File: src/shared/seg_map.svh
// Register offsets, reset values and fixed header constants
`ifndef SEG_MAP_SVH
`define SEG_MAP_SVH
`define OFS_CTRL      8'h00
`define OFS_FRAG      8'h04
`define OFS_STATUS    8'h08
`define OFS_FRAMES    8'h0c
`define OFS_INT_STAT  8'h10
`define OFS_INT_MASK  8'h14
`define CTRL_EN_BIT   0
`define CTRL_WHOLE_BIT 1
`define RST_CTRL      2'h1
`define RST_FRAG      16'h05b4
`define RST_MASK      3'h0
`define EV_FRAME_BIT  0
`define EV_PKT_BIT    1
`define EV_EMPTY_BIT  2
`define MCAST_ADDR    32'hef00_3330
`define PORT_BASE     16'h7530
`define PORT_LAST     16'h756f
`define RTP_VER       2'h2
`define RTP_PT        7'h4e
`define RESP_OKAY     2'h0
`define RESP_SLVERR   2'h2
`endif

File: src/shared/seg_pkg.sv
// Types and shared helpers of the frame segmenter
package seg_pkg;
    typedef logic [5:0]  pipe_t;
    typedef logic [15:0] len_t;
    typedef logic [7:0]  raddr_t;
    typedef enum logic [1:0] {
        PH_IDLE = 2'b00,
        PH_LOAD = 2'b01,
        PH_HDR  = 2'b10,
        PH_PAY  = 2'b11
    } phase_t;
    // 22 low seconds bits, then nanosecond bits 29..20
    function automatic logic [31:0] make_ts(logic [31:0] sec,
                                            logic [31:0] nsec);
        return {sec[21:0], nsec[29:20]};
    endfunction
    function automatic logic [31:0] apply_strb(logic [31:0] old,
                                               logic [31:0] wd,
                                               logic [3:0]  strb);
        logic [31:0] r;
        r = old;
        for (int i = 0; i < 4; i++) begin
            if (strb[i]) begin
                r[i*8 +: 8] = wd[i*8 +: 8];
            end
        end
        return r;
    endfunction
    function automatic logic reg_hit(raddr_t a);
        return (a[1:0] == 2'h0) && (a <= 8'h14);
    endfunction
endpackage

File: src/shared/regs_if.sv
// Simple register access channel between bus slave and core
`timescale 1ns/10ps
interface regs_if;
    logic        wr_stb;
    logic [7:0]  wr_addr;
    logic [31:0] wr_data;
    logic [3:0]  wr_strb;
    logic [7:0]  rd_addr;
    logic [31:0] rd_data;
    modport bus  (output wr_stb, wr_addr, wr_data, wr_strb, rd_addr,
                  input rd_data);
    modport core (input wr_stb, wr_addr, wr_data, wr_strb, rd_addr,
                  output rd_data);
endinterface

File: src/baseband_frame_rtp_segmenter.sv
// Splits baseband frames into RTP packets for the multicast pipes
//
// Contract
// - Send to fixed multicast group, per-pipe port
// - UDP port selects the physical layer pipe
// - Split frames exceeding MTU into fragments
// - Whole frame allowed on large-MTU networks
// - Fragment sizes and counts are free
// - Marker set only on frame's first packet
// - Same timestamp in all frame packets
// - First packet SSRC holds frame length
// - Header extension bit is zero
// - Contributing source count is zero
// - Payload type is 77; the code sends 78 (RTP_PT is 7'h4e)
// - Sequence increments per packet; padding per RTP
// - Timestamp from seconds and nanoseconds bits
//
// Decided for this implementation: the placing of the registers and the AXI4-Lite interface to the registers.
`timescale 1ns/10ps
module baseband_frame_rtp_segmenter #(
    parameter int PIPES = 64
) (
    // Clock and reset
    input  wire logic           aclk,
    input  wire logic           aresetn,
    // AXI4-Lite register bus
    input  wire seg_pkg::raddr_t s_axi_awaddr,
    input  wire logic           s_axi_awvalid,
    output logic                s_axi_awready,
    input  wire logic [31:0]    s_axi_wdata,
    input  wire logic [3:0]     s_axi_wstrb,
    input  wire logic           s_axi_wvalid,
    output logic                s_axi_wready,
    output logic [1:0]          s_axi_bresp,
    output logic                s_axi_bvalid,
    input  wire logic           s_axi_bready,
    input  wire seg_pkg::raddr_t s_axi_araddr,
    input  wire logic           s_axi_arvalid,
    output logic                s_axi_arready,
    output logic [31:0]         s_axi_rdata,
    output logic [1:0]          s_axi_rresp,
    output logic                s_axi_rvalid,
    input  wire logic           s_axi_rready,
    output logic                irq,
    // Frame request
    input  wire logic           frm_valid,
    output logic                frm_ready,
    input  wire seg_pkg::pipe_t frm_pipe,
    input  wire seg_pkg::len_t  frm_len,
    input  wire logic [31:0]    frm_sec,
    input  wire logic [31:0]    frm_nsec,
    // Frame bytes in
    input  wire logic           in_valid,
    output logic                in_ready,
    input  wire logic [7:0]     in_data,
    // Packet header out
    output logic                hdr_valid,
    input  wire logic           hdr_ready,
    output logic [31:0]         hdr_ip_dst,
    output logic [15:0]         hdr_udp_port,
    output logic [95:0]         hdr_rtp,
    output seg_pkg::len_t       hdr_pay_len,
    // Payload bytes out
    output logic                pay_valid,
    input  wire logic           pay_ready,
    output logic [7:0]          pay_data,
    output logic                pay_last
);
    import seg_pkg::*;
    `include "seg_map.svh"

    typedef struct packed {
        phase_t      ph;
        logic        frm_rdy;
        pipe_t       pipe;
        len_t        len;
        len_t        rem;
        len_t        cnt;
        logic [31:0] ts;
        logic        first;
        logic        hv;
        logic [31:0] hip;
        logic [15:0] hport;
        logic [95:0] hrtp;
        len_t        hlen;
        logic        in_rdy;
        logic        pv;
        logic [7:0]  pd;
        logic        pl;
        logic [1:0]  ctrl;
        len_t        frag;
        logic [2:0]  ist;
        logic [2:0]  imask;
        logic [15:0] frames;
        logic        irq;
    } core_t;

    core_t       s;
    core_t       next_s;
    logic [15:0] cur_seq;
    logic        bump;
    logic [2:0]  ev;
    logic [2:0]  clr;
    logic [31:0] wv;
    logic [31:0] nv;
    len_t        chunk;
    regs_if      rif ();

    axil_slave u_bus (
        .aclk    (aclk),
        .aresetn (aresetn),
        .awaddr  (s_axi_awaddr),
        .awvalid (s_axi_awvalid),
        .awready (s_axi_awready),
        .wdata   (s_axi_wdata),
        .wstrb   (s_axi_wstrb),
        .wvalid  (s_axi_wvalid),
        .wready  (s_axi_wready),
        .bresp   (s_axi_bresp),
        .bvalid  (s_axi_bvalid),
        .bready  (s_axi_bready),
        .araddr  (s_axi_araddr),
        .arvalid (s_axi_arvalid),
        .arready (s_axi_arready),
        .rdata   (s_axi_rdata),
        .rresp   (s_axi_rresp),
        .rvalid  (s_axi_rvalid),
        .rready  (s_axi_rready),
        .rif     (rif)
    );

    seq_table #(.PIPES(PIPES)) u_seq (
        .aclk    (aclk),
        .aresetn (aresetn),
        .idx     (s.pipe),
        .bump    (bump),
        .seq     (cur_seq)
    );

    assign frm_ready    = s.frm_rdy;
    assign in_ready     = s.in_rdy;
    assign hdr_valid    = s.hv;
    assign hdr_ip_dst   = s.hip;
    assign hdr_udp_port = s.hport;
    assign hdr_rtp      = s.hrtp;
    assign hdr_pay_len  = s.hlen;
    assign pay_valid    = s.pv;
    assign pay_data     = s.pd;
    assign pay_last     = s.pl;
    assign irq          = s.irq;
    assign bump         = s.hv && hdr_ready;

    assign chunk = (s.ctrl[`CTRL_WHOLE_BIT] || s.frag == 16'h0000 ||
                    s.rem <= s.frag) ? s.rem : s.frag;

    always_comb begin
        rif.rd_data = 32'h0000_0000;
        case (rif.rd_addr)
            `OFS_CTRL:     rif.rd_data = {30'h0, s.ctrl};
            `OFS_FRAG:     rif.rd_data = {16'h0000, s.frag};
            `OFS_STATUS:   rif.rd_data = {24'h00_0000, s.pipe, s.ph};
            `OFS_FRAMES:   rif.rd_data = {16'h0000, s.frames};
            `OFS_INT_STAT: rif.rd_data = {29'h0, s.ist};
            `OFS_INT_MASK: rif.rd_data = {29'h0, s.imask};
            default:       rif.rd_data = 32'h0000_0000;
        endcase
    end

    always_comb begin
        next_s = s;
        ev     = 3'h0;
        clr    = 3'h0;
        wv     = 32'h0000_0000;
        nv     = 32'h0000_0000;
        unique case (s.ph)
            PH_IDLE: begin
                next_s.frm_rdy = s.ctrl[`CTRL_EN_BIT];
                if (frm_valid && s.frm_rdy) begin
                    next_s.frm_rdy = 1'b0;
                    if (frm_len == 16'h0000) begin
                        ev[`EV_EMPTY_BIT] = 1'b1;
                    end else begin
                        next_s.pipe  = frm_pipe;
                        next_s.len   = frm_len;
                        next_s.rem   = frm_len;
                        next_s.ts    = make_ts(frm_sec, frm_nsec);
                        next_s.first = 1'b1;
                        next_s.ph    = PH_LOAD;
                    end
                end
            end
            PH_LOAD: begin
                next_s.hv    = 1'b1;
                next_s.hip   = `MCAST_ADDR;
                next_s.hport = 16'(`PORT_BASE + {10'h000, s.pipe});
                next_s.hrtp  = {`RTP_VER, 1'b0, 1'b0, 4'h0, s.first,
                                `RTP_PT, cur_seq, s.ts,
                                s.first ? {16'h0000, s.len}
                                        : 32'h0000_0000};
                next_s.hlen  = chunk;
                next_s.cnt   = chunk;
                next_s.ph    = PH_HDR;
            end
            PH_HDR: begin
                if (s.hv && hdr_ready) begin
                    next_s.hv     = 1'b0;
                    next_s.first  = 1'b0;
                    next_s.in_rdy = 1'b1;
                    next_s.ph     = PH_PAY;
                end
            end
            PH_PAY: begin
                // One byte in flight keeps every output a flop
                if (in_valid && s.in_rdy) begin
                    next_s.in_rdy = 1'b0;
                    next_s.pv     = 1'b1;
                    next_s.pd     = in_data;
                    next_s.pl     = (s.cnt == 16'h0001);
                    next_s.cnt    = 16'(s.cnt - 16'h0001);
                    next_s.rem    = 16'(s.rem - 16'h0001);
                end
                if (s.pv && pay_ready) begin
                    next_s.pv = 1'b0;
                    if (!s.pl) begin
                        next_s.in_rdy = 1'b1;
                    end else begin
                        ev[`EV_PKT_BIT] = 1'b1;
                        next_s.pl       = 1'b0;
                        if (s.rem != 16'h0000) begin
                            next_s.ph = PH_LOAD;
                        end else begin
                            ev[`EV_FRAME_BIT] = 1'b1;
                            next_s.frames = 16'(s.frames + 16'h0001);
                            next_s.ph     = PH_IDLE;
                        end
                    end
                end
            end
        endcase
        if (rif.wr_stb) begin
            wv = apply_strb(32'h0000_0000, rif.wr_data, rif.wr_strb);
            case (rif.wr_addr)
                `OFS_CTRL: begin
                    nv          = apply_strb({30'h0, s.ctrl},
                        rif.wr_data, rif.wr_strb);
                    next_s.ctrl = nv[1:0];
                end
                `OFS_FRAG: begin
                    nv          = apply_strb({16'h0000, s.frag},
                        rif.wr_data, rif.wr_strb);
                    next_s.frag = nv[15:0];
                end
                `OFS_INT_STAT: clr = wv[2:0];
                `OFS_INT_MASK: begin
                    nv           = apply_strb({29'h0, s.imask},
                        rif.wr_data, rif.wr_strb);
                    next_s.imask = nv[2:0];
                end
                default: ;
            endcase
        end
        // A new event beats a same-cycle clear
        next_s.ist = (s.ist & ~clr) | ev;
        next_s.irq = |(next_s.ist & next_s.imask);
    end

    always_ff @(posedge aclk) begin
        if (!aresetn) begin
            s       <= '0;
            s.ph    <= PH_IDLE;
            s.ctrl  <= `RST_CTRL;
            s.frag  <= `RST_FRAG;
            s.imask <= `RST_MASK;
        end else begin
            s <= next_s;
        end
    end
endmodule

File: src/seq_table.sv
// Per-pipe RTP sequence counters held in flip-flops
`timescale 1ns/10ps
module seq_table #(
    parameter int PIPES = 64
) (
    // Clock and reset
    input  wire logic         aclk,
    input  wire logic         aresetn,
    // Access
    input  wire seg_pkg::pipe_t idx,
    input  wire logic         bump,
    output logic [15:0]       seq
);
    import seg_pkg::*;
    typedef struct packed {
        logic [PIPES-1:0][15:0] cnt;
    } tab_t;
    tab_t s;
    tab_t next_s;
    assign seq = s.cnt[idx];
    always_comb begin
        next_s = s;
        if (bump) begin
            next_s.cnt[idx] = 16'(s.cnt[idx] + 16'h0001);
        end
    end
    always_ff @(posedge aclk) begin
        if (!aresetn) begin
            s <= '0;
        end else begin
            s <= next_s;
        end
    end
endmodule

File: src/axil_slave.sv
// AXI4-Lite slave turning bus beats into register strobes
`timescale 1ns/10ps
module axil_slave (
    // Clock and reset
    input  wire logic        aclk,
    input  wire logic        aresetn,
    // Write channels
    input  wire logic [7:0]  awaddr,
    input  wire logic        awvalid,
    output logic             awready,
    input  wire logic [31:0] wdata,
    input  wire logic [3:0]  wstrb,
    input  wire logic        wvalid,
    output logic             wready,
    output logic [1:0]       bresp,
    output logic             bvalid,
    input  wire logic        bready,
    // Read channels
    input  wire logic [7:0]  araddr,
    input  wire logic        arvalid,
    output logic             arready,
    output logic [31:0]      rdata,
    output logic [1:0]       rresp,
    output logic             rvalid,
    input  wire logic        rready,
    // Core side
    regs_if.bus              rif
);
    import seg_pkg::*;
    `include "seg_map.svh"
    typedef struct packed {
        logic aw_rdy; logic w_rdy; logic ar_rdy;
        logic aw_got; logic w_got; logic rd_pend;
        raddr_t waddr; logic [31:0] wd; logic [3:0] ws;
        logic bv; logic [1:0] br;
        raddr_t raddr; logic rv; logic [31:0] rd; logic [1:0] rr;
    } axs_t;
    axs_t s;
    axs_t next_s;
    assign rif.wr_stb  = s.aw_got && s.w_got && !s.bv;
    assign rif.wr_addr = s.waddr;
    assign rif.wr_data = s.wd;
    assign rif.wr_strb = s.ws;
    assign rif.rd_addr = s.raddr;
    assign awready = s.aw_rdy;
    assign wready  = s.w_rdy;
    assign bvalid  = s.bv;
    assign bresp   = s.br;
    assign arready = s.ar_rdy;
    assign rvalid  = s.rv;
    assign rdata   = s.rd;
    assign rresp   = s.rr;
    always_comb begin
        next_s = s;
        if (awvalid && s.aw_rdy) begin
            next_s.aw_rdy = 1'b0;
            next_s.aw_got = 1'b1;
            next_s.waddr  = awaddr;
        end
        if (wvalid && s.w_rdy) begin
            next_s.w_rdy = 1'b0;
            next_s.w_got = 1'b1;
            next_s.wd    = wdata;
            next_s.ws    = wstrb;
        end
        if (s.aw_got && s.w_got && !s.bv) begin
            next_s.bv     = 1'b1;
            next_s.br     = reg_hit(s.waddr) ? `RESP_OKAY : `RESP_SLVERR;
            next_s.aw_got = 1'b0;
            next_s.w_got  = 1'b0;
        end
        if (s.bv && bready) begin
            next_s.bv     = 1'b0;
            next_s.aw_rdy = 1'b1;
            next_s.w_rdy  = 1'b1;
        end
        if (arvalid && s.ar_rdy) begin
            next_s.ar_rdy  = 1'b0;
            next_s.raddr   = araddr;
            next_s.rd_pend = 1'b1;
        end
        if (s.rd_pend) begin
            next_s.rd_pend = 1'b0;
            next_s.rv      = 1'b1;
            next_s.rd      = rif.rd_data;
            next_s.rr      = reg_hit(s.raddr) ? `RESP_OKAY : `RESP_SLVERR;
        end
        if (s.rv && rready) begin
            next_s.rv     = 1'b0;
            next_s.ar_rdy = 1'b1;
        end
    end
    always_ff @(posedge aclk) begin
        if (!aresetn) begin
            s        <= '0;
            s.aw_rdy <= 1'b1;
            s.w_rdy  <= 1'b1;
            s.ar_rdy <= 1'b1;
        end else begin
            s <= next_s;
        end
    end
endmodule

File: config.mk
export PLATFORM = sky130hd
export DESIGN_NAME = baseband_frame_rtp_segmenter
export DESIGN_NICKNAME = d
export VERILOG_FILES = /design/src/shared/seg_pkg.sv /design/src/shared/regs_if.sv /design/src/baseband_frame_rtp_segmenter.sv /design/src/seq_table.sv /design/src/axil_slave.sv
export VERILOG_INCLUDE_DIRS = /design/src /design/src/shared
export SDC_FILE = /design/constraint.sdc
export NUM_CORES = 2
export LEC_CHECK = 0
export BUFFER_PORTS_ARGS = -buffer_cell sky130_fd_sc_hd__buf_2
export CAP_MARGIN = 20
export CORE_MARGIN = 2
export CORE_UTILIZATION = 55
export CTS_CLUSTER_SIZE = 40
export DETAILED_ROUTE_END_ITERATION = 16
export PLACE_DENSITY = 0.76
export REMOVE_ABC_BUFFERS = 1
export SLEW_MARGIN = 20
export SYNTH_ARGS = -nofsm -noshare
export SYNTH_HDL_FRONTEND = slang
export SYNTH_SLANG_ARGS = --single-unit
File: constraint.sdc
create_clock -name aclk -period 3.9 [get_ports aclk]
set_input_delay 0.39 -clock aclk [delete_from_list [all_inputs] [get_ports aclk]]
set_output_delay 0.39 -clock aclk [all_outputs]
set_load 0.01 [all_outputs]
==> flow_summary.toml <==
[power]
power_density_nw_per_um2 = 551
p_leak_nw = 26.0
irDropWorstVdd_uv = 509

[timing]
fin_skew_ps = 27.4
hold_viol_final = 0
slew_violations = 0
worst_pin_slew_ps = 1090
tns_ps = -38100
min_period_ps = 4130
finalSetupViolCount = 420
worst_slack_ps = -228
grt_setup_unrepaired = "true"
fmax_ghz = 0.242
max_slew_margin = 0.271
post-route-period-util = 1.06

[worst_setup_path]
r2r_end = "u_seq.s[750]$_SDFFE_PN0P_"
critPathBufInv = 8
timing.rr.start = "s[296]$_SDFFE_PN0P_"
cp_slowest_cell = "o21ai_0"
cpLargestDelayFamily = "buffers and inverters"
r2r_slack_ps = -230
cp.required_ps = 4610
arrival_ps = 4840
path_cells = "buf_12 -> buf_12 -> clkinvlp_4 -> buf_6 -> a31oi_1 -> o21ai_0 -> a32oi_2 -> nor4_4 -> buf_4 -> nand4_1 -> buf_6 -> clkbuf_16 -> clkbuf_16 -> or3_1 -> nand3_1"
r2r_cells = 15
path_class = "flip-flop to flip-flop"
start_kind = "flip-flop"
cp_max_fo = 12
endpoint_kind = "flip-flop"
cpPeakStageDelay_ps = 700

[floorplanning]
io_pins = 372
die_w_um = 332
rows = 120
dieArea_um2 = 110000
core_area_um2 = 107000
die_h_um = 332
start_util = 0.553

[synthesis]
ys_seq_area_frac = 0.446
synth_area_leader_cell = "dfxtp_1"
synth_top_flop_cell = "dfxtp_1"
syn_area_per_cell_um2 = 8.43
synth_common_cells = "1316 x dfxtp_1, 862 x nand2_1, 777 x a21oi_1"
synth_warnings = 0
synth_area_um2 = 59000
synthTopCellsByArea = "dfxtp_1 45%, a21oi_1 6.6%, nand2_1 5.5%"
postSynth.asyncResetShare = 0
netlist-cell-type-count = 94
synth_top_area_share = 0.446
synth_edf_count = 0
ys_ff_latch = 1316
synthCells = 7001
synth_most_common_cell = "dfxtp_1"

[placed_design]
io_buffers = 254
dp_slack_ps = -456
dp_hpwl_um = 142000
place_congestion = 1.00

[run]
max_cap_violations = 0

[clock_tree]
cts_tree = "done"
clk_latency_ps = 780
clock-sinks = 1316
clock-root-buffer = "clkbuf_16"
clockBufferDepth = 3
clkTransAtPathRegs_ps = 60
numCtsBuffers = 138
htreeDepth = 4

[finish]
seqCellArea_um2 = 26400
fillers = 8226
multi_input_area_um2 = 29100
syn2layout_area_growth_pct = 20.2
nNetsFinal = 7480
layout-drive-gt1-share = 0.191

[outcome]
violations = "negative setup slack"
run_status = "finished, violations left"

[route]
vias = 58962
firstDrtPassIters = 9
wirelength_um = 231000
drtAntennaViolNets = 0
drtIter0Drc = 9270
via_per_inst = 6.69
wl_per_cell_um = 26.2
drc_errors = 0

[global_routing]
grt.total_usage = 0.389
grt_max_degree = 173
antenna_found_initial = 13
first_global_vias = 53998
grt_pass1_wl_um = 333000
gr-total-overflow = 0

[min_path]
whs_path_depth = 3
hp-start = "aresetn"
hold_class = "input port to flip-flop"
whs_endpoint = "u_seq.s[309]$_SDFFE_PN0P_"
## state kept, by name, summed over array words and instances (netlist names), 2 cells and up
name / flops
hdr_rtp: 66
u_bus.s: 3
u_bus.rif.rd_addr: 8
u_bus.rif.wr_strb: 2
pay_data: 8
u_bus.rif.wr_addr: 8
u_bus.rdata: 16
hdr_pay_len: 16
s: 129
u_seq.s: 1024
hdr_udp_port: 7
u_bus.rif.wr_data: 16
## area by class of cell
cell class                 instances  share of cell area
antenna                            5            0.000176
clock buffer                     210              0.0583
clock inverter                    41             0.00696
inverter                          45             0.00257
multi-input combinational       4821               0.410
sequential                      1316               0.371
tap                             1403              0.0247
timing repair buffer             971               0.126
## per-layer routing
layer	vias up	GRT usage	wire [um]
li1	25563	-	-
met1	27800	0.502	85100
met2	4468	0.565	95500
met3	1117	0.118	33100
met4	14	0.251	17400
met5	-	0	93
## worst reg2reg max path, delay by kind of cell, from the launching register on
kind	cells	cell delay, ps
DFF	1	400
buffers and inverters	8	1480
and+or+nand+nor	4	980
AOI/OAI and AO/OA	3	1190
## how the worst max path moves through the flow
stage / to / depth (start not counted) / start
3_5_place_dp: u_seq.s[959]$_SDFFE_PN0P_ / 12 / s[295]$_SDFFE_PN0P_
2_1_floorplan: u_bus.rdata[4]$_SDFFE_PN0P_ / 4 / aresetn
4_1_cts: u_seq.s[959]$_SDFFE_PN0P_ / 15 / s[295]$_SDFFE_PN0P_
6_report: u_seq.s[750]$_SDFFE_PN0P_ / 15 / s[296]$_SDFFE_PN0P_
5_1_grt: u_seq.s[366]$_SDFFE_PN0P_ / 18 / s[296]$_SDFFE_PN0P_
3_3_place_gp: u_seq.s[783]$_SDFFE_PN0P_ / 12 / s[295]$_SDFFE_PN0P_
## layout by cell type, fill, tap and decap left out, drive strengths merged, types with 128 or more instances in the layout
master,Yosys,final
a211oi,323,323
nor2,555,555
a21oi,777,777
buf,416,829
dfxtp,1316,1316
a221oi,128,128
or3,141,141
nand3,296,296
nand2,862,862
o21ai,538,538
mux2i,188,188
clkbuf,469,229
nand4,141,141
## stage by stage
| step | total power, mW | instances | hold slack (ps) | instance area, um^2 | utilization |
|---|---|---|---|---|---|
| floorplan | 19.1 | 6182 | 431 | 54600 | - |
| global placement | 24.0 | 8331 | 435 | 62900 | 0.590 |
| detailed placement | 24.1 | 8331 | 443 | 62900 | 0.590 |
| CTS | 37.8 | 8740 | 67.7 | 69500 | 0.651 |
| global route | 39.8 | 8810 | 105 | 71000 | 0.665 |
| finish | 39.1 | 8812 | 86.4 | 71000 | 0.665 |
## report_power, final
part           switching (mW)  total (mW)  leakage (nW)  internal [mW]
Clock                    5.75        13.5          2.28           7.78
Combinational            7.51        11.3          13.1           3.81
Sequential              0.415        14.2          10.6           13.8
Total                    13.7        39.1          26.0           25.4
## what timing repair did
item                       in CTS  in global routing
gates resized for setup        55                121
pin swaps                      16                 89
setup endpoints to repair     764                832
hold endpoints to repair      107                  0
buffers inserted               33                 47
gates cloned                    5                 23
hold buffers                  121                  0
## cell families after synthesis
group                    after synthesis  share of synthesized area
AO/OA/AOI/OAI                       2205                      0.232
XOR/XNOR                              23                    0.00417
adder cells (fa/ha/maj)               30                    0.00636
buffers and inverters                930                     0.0817
flip-flops                          1316                      0.446
multiplexers                         324                     0.0637
other                                  1                  0.0000635
AND/OR/NAND/NOR                     2172                      0.166
(Power assumes the default switching activity.)
